$ cat src/hw/xsde_pkg.sv
package xsde_pkg;
  localparam int unsigned xsde_data_w = 8;
  localparam int unsigned xsde_idx_w = 7;
  localparam int unsigned xsde_insn_w = 14;
  // opcode patterns
  localparam logic [5:0] xsde_op_xor_register = 6'h06;
  localparam logic [5:0] xsde_op_nibble_exchange = 6'h0e;
  localparam logic [5:0] xsde_op_xor_literal = 6'h3a;
  localparam logic [10:0] xsde_op_load_direction_reg = 11'h00c;
  localparam logic [6:0] xsde_dir_idx_lo = 7'h05;
  localparam logic [6:0] xsde_dir_idx_hi = 7'h07;
  localparam logic [7:0] xsde_acc_reset = 8'h00;
  localparam logic [7:0] xsde_dir_reset = 8'hff;
  localparam int unsigned xsde_phases = 4;

  typedef enum logic [2:0]
  {
    xsde_nop,
    xsde_xor_literal,
    xsde_xor_register,
    xsde_nibble_exchange,
    xsde_load_direction_reg
  } xsde_op_type;

  typedef struct packed
  {
    xsde_op_type op;
    logic to_reg;
    logic [6:0] idx;
    logic [7:0] lit;
  } xsde_dec_type;

  typedef struct packed
  {
    logic en;
    logic [6:0] idx;
    logic [7:0] data;
  } xsde_wr_type;
endpackage

$ cat src/hw/xsde_exec.sv
// Summary of operation
// RQ1: literal xor into accumulator, always
// RQ2: register xor with 7-bit indexed register
// RQ3: target bit 0 accumulator, 1 register
// RQ4: xor sets only zero flag from result
// RQ5: one instruction in four phases Q1-Q4
// RQ6: direction load copies accumulator, regs addressable
// RQ7: nibble exchange swaps halves, flags untouched
module xsde_exec
  import xsde_pkg::*;
(
  input wire logic i_clk,
  input wire logic i_reset,
  input wire logic i_insn_valid,
  input wire logic [13:0] i_insn,
  output logic [7:0] o_acc,
  output logic o_zero,
  output logic o_zero_we,
  output logic o_busy,
  output logic o_done,
  output logic o_reg_we,
  output logic [6:0] o_reg_idx,
  output logic [7:0] o_reg_data,
  output logic [7:0] o_dir_a,
  output logic [7:0] o_dir_b,
  output logic [7:0] o_dir_c
);
  typedef enum logic [2:0]
  {
    xsde_idle,
    xsde_q1,
    xsde_q2,
    xsde_q3,
    xsde_q4
  } xsde_state_type;

  xsde_dec_type dec_w;
  xsde_dec_type dec_q, dec_d;
  xsde_state_type state_q, state_d;
  logic [13:0] insn_q, insn_d;
  logic [7:0] opnd_q, opnd_d;
  logic [7:0] res_q, res_d;
  logic [7:0] acc_q, acc_d;
  logic zero_q, zero_d;
  logic zero_we_q, zero_we_d;
  logic done_q, done_d;
  xsde_wr_type wr_q, wr_d;
  logic [7:0] dir_q [3];
  logic [7:0] dir_d [3];
  logic [7:0] ram_q [128];
  logic [7:0] rd_w;

  xsde_decode u_decode
  (
    .i_insn(insn_q),
    .o_dec(dec_w)
  );

  // data registers; direction registers live at their own indices
  always_comb
  begin
    rd_w = ram_q[dec_q.idx];
    if (dec_q.idx >= xsde_dir_idx_lo && dec_q.idx <= xsde_dir_idx_hi)
    begin
      rd_w = dir_q[2'(dec_q.idx - xsde_dir_idx_lo)]; // RQ6
    end
  end

  always_comb
  begin
    state_d = state_q;
    insn_d = insn_q;
    dec_d = dec_q;
    opnd_d = opnd_q;
    res_d = res_q;
    acc_d = acc_q;
    zero_d = zero_q;
    zero_we_d = 1'b0;
    done_d = 1'b0;
    wr_d = '0;
    for (int i = 0; i < 3; i++)
    begin
      dir_d[i] = dir_q[i];
    end
    case (state_q)
      xsde_idle:
      begin
        if (i_insn_valid)
        begin
          insn_d = i_insn;
          state_d = xsde_q1;
        end
      end
      xsde_q1:
      begin
        dec_d = dec_w; // RQ5
        state_d = xsde_q2;
      end
      xsde_q2:
      begin
        opnd_d = (dec_q.op == xsde_xor_literal) ? dec_q.lit : rd_w; // RQ5
        state_d = xsde_q3;
      end
      xsde_q3:
      begin
        case (dec_q.op)
          xsde_xor_literal: res_d = acc_q ^ opnd_q; // RQ1
          xsde_xor_register: res_d = acc_q ^ opnd_q; // RQ2
          xsde_nibble_exchange: res_d = {opnd_q[3:0], opnd_q[7:4]}; // RQ7
          xsde_load_direction_reg: res_d = acc_q; // RQ6
          default: res_d = opnd_q;
        endcase
        state_d = xsde_q4;
      end
      xsde_q4:
      begin
        done_d = 1'b1; // RQ5
        state_d = xsde_idle;
        case (dec_q.op)
          xsde_xor_literal:
          begin
            acc_d = res_q; // RQ1
          end
          xsde_xor_register, xsde_nibble_exchange:
          begin
            if (dec_q.to_reg)
            begin
              wr_d = '{en: 1'b1, idx: dec_q.idx, data: res_q}; // RQ3
            end
            else
            begin
              acc_d = res_q; // RQ3
            end
          end
          xsde_load_direction_reg:
          begin
            dir_d[2'(dec_q.idx - xsde_dir_idx_lo)] = res_q; // RQ6
          end
          default:
          begin
          end
        endcase
        if (dec_q.op == xsde_xor_literal || dec_q.op == xsde_xor_register)
        begin
          zero_d = (res_q == 8'h00); // RQ4
          zero_we_d = 1'b1; // RQ4
        end
        if (wr_d.en && wr_d.idx >= xsde_dir_idx_lo && wr_d.idx <= xsde_dir_idx_hi)
        begin
          dir_d[2'(wr_d.idx - xsde_dir_idx_lo)] = res_q; // RQ6
        end
      end
      default: state_d = xsde_idle;
    endcase
  end

  always_ff @(posedge i_clk)
  begin
    if (i_reset)
    begin
      state_q <= xsde_idle;
      insn_q <= '0;
      dec_q <= '0;
      opnd_q <= 8'h00;
      res_q <= 8'h00;
      acc_q <= xsde_acc_reset;
      zero_q <= 1'b0;
      zero_we_q <= 1'b0;
      done_q <= 1'b0;
      wr_q <= '0;
      for (int i = 0; i < 3; i++)
      begin
        dir_q[i] <= xsde_dir_reset;
      end
    end
    else
    begin
      state_q <= state_d;
      insn_q <= insn_d;
      dec_q <= dec_d;
      opnd_q <= opnd_d;
      res_q <= res_d;
      acc_q <= acc_d;
      zero_q <= zero_d;
      zero_we_q <= zero_we_d;
      done_q <= done_d;
      wr_q <= wr_d;
      for (int i = 0; i < 3; i++)
      begin
        dir_q[i] <= dir_d[i];
      end
    end
  end

  // register file write, no reset needed for data contents
  always_ff @(posedge i_clk)
  begin
    if (wr_d.en)
    begin
      ram_q[wr_d.idx] <= wr_d.data; // RQ3
    end
  end

  logic busy_q;
  always_ff @(posedge i_clk)
  begin
    if (i_reset)
    begin
      busy_q <= 1'b0;
    end
    else
    begin
      busy_q <= (state_d != xsde_idle);
    end
  end

  assign o_acc = acc_q;
  assign o_zero = zero_q;
  assign o_zero_we = zero_we_q;
  assign o_busy = busy_q;
  assign o_done = done_q;
  assign o_reg_we = wr_q.en;
  assign o_reg_idx = wr_q.idx;
  assign o_reg_data = wr_q.data;
  assign o_dir_a = dir_q[0];
  assign o_dir_b = dir_q[1];
  assign o_dir_c = dir_q[2];
endmodule

$ cat src/hw/xsde_decode.sv
module xsde_decode
  import xsde_pkg::*;
(
  input wire logic [13:0] i_insn,
  output xsde_dec_type o_dec
);
  always_comb
  begin
    o_dec.op = xsde_nop;
    o_dec.to_reg = i_insn[7];
    o_dec.idx = i_insn[6:0];
    o_dec.lit = i_insn[7:0];
    if (i_insn[13:8] == xsde_op_xor_literal)
    begin
      o_dec.op = xsde_xor_literal; // RQ1
    end
    else if (i_insn[13:8] == xsde_op_xor_register)
    begin
      o_dec.op = xsde_xor_register; // RQ2
    end
    else if (i_insn[13:8] == xsde_op_nibble_exchange)
    begin
      o_dec.op = xsde_nibble_exchange;
    end
    else if (i_insn[13:3] == xsde_op_load_direction_reg && i_insn[2:0] >= xsde_dir_idx_lo[2:0])
    begin
      o_dec.op = xsde_load_direction_reg; // RQ6
      o_dec.idx = {4'h0, i_insn[2:0]};
    end
  end
endmodule

$ cat config.mk
export PLATFORM = sky130hd
export DESIGN_NAME = xsde_exec
export DESIGN_NICKNAME = d
export VERILOG_FILES = /design/src/hw/xsde_pkg.sv /design/src/hw/xsde_exec.sv /design/src/hw/xsde_decode.sv
export SDC_FILE = /design/constraint.sdc
export NUM_CORES = 1
export LEC_CHECK = 0
export BUFFER_PORTS_ARGS = -buffer_cell sky130_fd_sc_hd__buf_2
export CORE_ASPECT_RATIO = 0.5
export CORE_MARGIN = 5
export CORE_UTILIZATION = 62
export DETAILED_ROUTE_END_ITERATION = 10
export GPL_TIMING_DRIVEN = 0
export PLACE_DENSITY = 0.79
export SYNTH_ARGS = -nofsm -noshare
export SYNTH_HDL_FRONTEND = slang
export SYNTH_SLANG_ARGS = --single-unit
$ cat constraint.sdc
create_clock -name i_clk -period 5.1 [get_ports i_clk]
set_clock_uncertainty 0.2 [all_clocks]
set_input_delay 1.02 -clock i_clk [delete_from_list [all_inputs] [get_ports i_clk]]
set_output_delay 1.02 -clock i_clk [all_outputs]
set_load 0.03 [all_outputs]
==> run_results.csv <==
group,metric,value,unit
detailed_routing,vias_per_cell,6.82,
synthesis,synth-edff-count,1024,
detailed_routing,routed_wl,114000,um
synthesis,ys_types,57,
worst_setup_path,path_max_fanout,10,
grt,grt_pass1_vias,25003,
timing,rsz0062_at_grt,"no",
synthesis,postSynthCellCount,2528,
synthesis,synth.net_count,2549,
clock_network,post_cts_resized,0,
outcome,status,"completed",
timing,setup_viol,0,
grt,track_usage,29.5,%
grt,grt_pass1_wl,166000,um
synthesis,synth_top_area_share,69.4,%
worst_setup_path,critPathKind,"flip-flop to flip-flop",
cells_and_area,finalCoreUtilization,69.4,%
die,die_y,199,um
placement,place_hpwl,72100,um
cells_and_area,drive_above_1_share,17.2,%
clock_network,clk_path_buf_depth,3,
clock_network,cts_tree,"done",
cells_and_area,fin_cells,3741,
placement,numPortBuffers,67,
clock_network,clk_latency,0.69,ns
die,die_area,77200,sq um
clock_network,numCtsBuffers,93,
timing,tightest_slew,1.31,ns
placement,placed_cells,3561,
clock_network,ctsHtreeMaxLevel,3,
timing,slew_violations,0,
power_and_ir_drop,power_density,362,nW/um^2
die,start_util,62.5,%
power_and_ir_drop,pwr-share-comb,3.0,%
timing,tns,0,ns
power_and_ir_drop,seq_power_share,56.0,%
synthesis,synthesis.area,44300,sq um
clock_network,cts_setup_buffers,0,
detailed_routing,antenna_left,0,
clock_network,hold_buffers,0,
cells_and_area,nNetsFinal,2723,
die,num_io_pins,69,
cells_and_area,area_delta_synth_final,11.0,%
clock_network,root_buffer,"clkbuf_16",
power_and_ir_drop,power_switching,3.68,mW
power_and_ir_drop,pwr-share-clk,40.9,%
power_and_ir_drop,switching_share,20.6,%
grt,overflow,0,
die,core,70900,sq um
power_and_ir_drop,peakVddDrop,0.276,mV
timing,fin_crit,4.81,ns
detailed_routing,drcViolationCount,0,
power_and_ir_drop,p_leak,12.8,nW
detailed_routing,drtIter0Drc,3989,
timing,max_freq,208,MHz
power_and_ir_drop,p_int,14.1,mW
synthesis,syn_avg_cell_area,17.5,sq um
detailed_routing,wl_per_cell,30.4,um
timing,whs,0.263,ns
grt,grt_max_degree,92,
synthesis,synth_area_leader_cell,"edfxtp_1",
detailed_routing,num_vias,25500,
synthesis,synth-seq-area-share,74.2,%
detailed_routing,dr.pass1.iters,6,
die,die_x,388,um
worst_setup_path,crit_required,5.19,ns
synthesis,synthArstFlopShare,0,%
clock_network,clock_sinks,1131,
timing,slew_headroom,12.4,%
synthesis,synth_seq_cells,1131,
placement,place_congestion,0.954,
run,drv_cap,0,
worst_setup_path,cp_data_arrival_time,4.91,ns
worst_hold_path,holdCritPathClass,"flip-flop to flip-flop",
timing,finalHoldViolations,0,
synthesis,synth.top_cells.by_area,"edfxtp_1, mux4_2, dfxtp_1, mux2i_1, nor2_1",
clock_network,clk_pin_slew,0.07,ns
synthesis,ys_warn_count,0,
worst_setup_path,end_kind,"flip-flop",
synthesis,synthFlopType,"edfxtp_1",
die,num_rows,69,
timing,fin_crit_sh,94.4,%
worst_setup_path,crit_path_start_kind,"flip-flop",
grt,antenna_found_initial,4,
[final timing paths]
check        startpoint  depth (start not counted)  slack, ns           end
max          state_q[2]                          7       0.29  ram_q[38][3]
min            dec_q[6]                          2       0.26      dec_q[6]
max reg2reg  state_q[2]                          7       0.29  ram_q[38][3]
min reg2reg    dec_q[6]                          2       0.26      dec_q[6]
[critical path: stages, from the launching register on]
cell	delay (ns)
dfxtp_1	0.31
clkbuf_1	0.29
or3b_1	0.45
clkbuf_1	0.24
nor2_1	0.42
nand3_1	0.85
clkbuf_1	0.76
nor2_1	0.89
[per-layer routing]
| layer | wire [um] | share of wire (%) | GRT usage (%) | vias up |
|---|---|---|---|---|
| li1 | - | - | - | 10469 |
| met1 | 41400 | 36 | 40.2 | 12830 |
| met2 | 53100 | 47 | 46.6 | 1897 |
| met3 | 14800 | 13 | 8.54 | 302 |
| met4 | 4380 | 3.9 | 10.4 | 2 |
| met5 | 13 | 0.011 | 0 | - |
[logic make-up (layout without fill, tap and decap cells)]
group | count (synthesis) | in the layout | share of synthesized area (%)
flip-flops | 1131 | 1131 | 74.2
AND/OR/NAND/NOR | 481 | 481 | 5.09
multiplexers | 383 | 383 | 13.3
AO/OA/AOI/OAI | 363 | 363 | 5.47
buffers and inverters | 164 | 417 | 1.74
adder cells (fa/ha/maj) | 4 | 4 | 0.113
XOR/XNOR | 2 | 2 | 0.0395
other | 0 | 2 | 0
[cells in the final DEF (no fill, tap or decap), types with 18 or more instances in the layout]
cell | synthesis | layout
nor2_1 | 188 | 188
nor2b_1 | 31 | 31
buf_4 | 18 | 22
a221oi_1 | 45 | 45
o22ai_1 | 66 | 66
buf_2 | 39 | 106
o21ai_0 | 61 | 61
edfxtp_1 | 1024 | 1024
mux4_2 | 164 | 164
nand3_1 | 18 | 18
a22oi_1 | 50 | 50
clkbuf_16 | 0 | 99
nand2_1 | 110 | 110
nor3_1 | 45 | 45
dfxtp_1 | 107 | 107
clkbuf_1 | 87 | 110
a21oi_1 | 68 | 68
mux2i_1 | 204 | 204
a211o_1 | 24 | 24
[power groups by stage]
stage	logic [mW]	registers, mW	clock network [mW]
6_report	0.540	9.99	7.30
5_1_grt	0.562	9.99	7.72
4_1_cts	0.520	9.99	7.28
3_5_place_dp	0.514	10.2	0
3_3_place_gp	0.504	10.2	0
2_1_floorplan	0.340	10.2	0
[final cells by class]
| class | instances | area [sq um] |
|---|---|---|
| tap | 958 | 1200 |
| fill | 4324 | 21700 |
| clock buffer | 129 | 2650 |
| sequential | 1131 | 32900 |
| antenna | 2 | 5.00 |
| multi-input combinational | 1233 | 10700 |
| clock inverter | 45 | 410 |
| inverter | 6 | 22.5 |
| timing repair buffer | 79 | 586 |
| buffer | 158 | 747 |
[registers in the layout, summed over array words and instances (netlist names), 7 cells and up, named ones only]
name        flops
res_q           8
o_reg_idx       7
o_reg_data      8
dir_q          24
ram_q        1024
o_acc           8
insn_q         14
dec_q          15
opnd_q          8
[cells in the mapped netlist (7+ instances only)]
cell type,instances
o211ai_1,7
a211o_1,24
and2_1,23
buf_4,18
and3_1,16
mux2_2,15
nor3_1,45
nor2_1,188
o22ai_1,66
or3_1,8
nand2_1,110
a221oi_1,45
buf_2,39
o21ai_0,61
edfxtp_1,1024
o21ai_1,9
mux2i_1,204
mux4_2,164
buf_1,9
clkbuf_1,87
a221o_1,8
nor4_1,9
nor2b_1,31
nand3_1,18
a22oi_1,50
a211oi_1,17
a21oi_1,68
dfxtp_1,107
[stage by stage]
| step | power [mW] | instance area, sq um | setup WS [ns] |
|---|---|---|---|
| floorplan | 10.5 | 44300 | 1.05 |
| global placement | 10.7 | 45800 | -1.73 |
| detailed placement | 10.7 | 46100 | 0.326 |
| CTS | 17.8 | 49200 | 0.309 |
| global route | 18.3 | 49200 | 0.219 |
| finish | 17.8 | 49200 | 0.287 |
No activity file was read; power rests on OpenSTA's default activity.
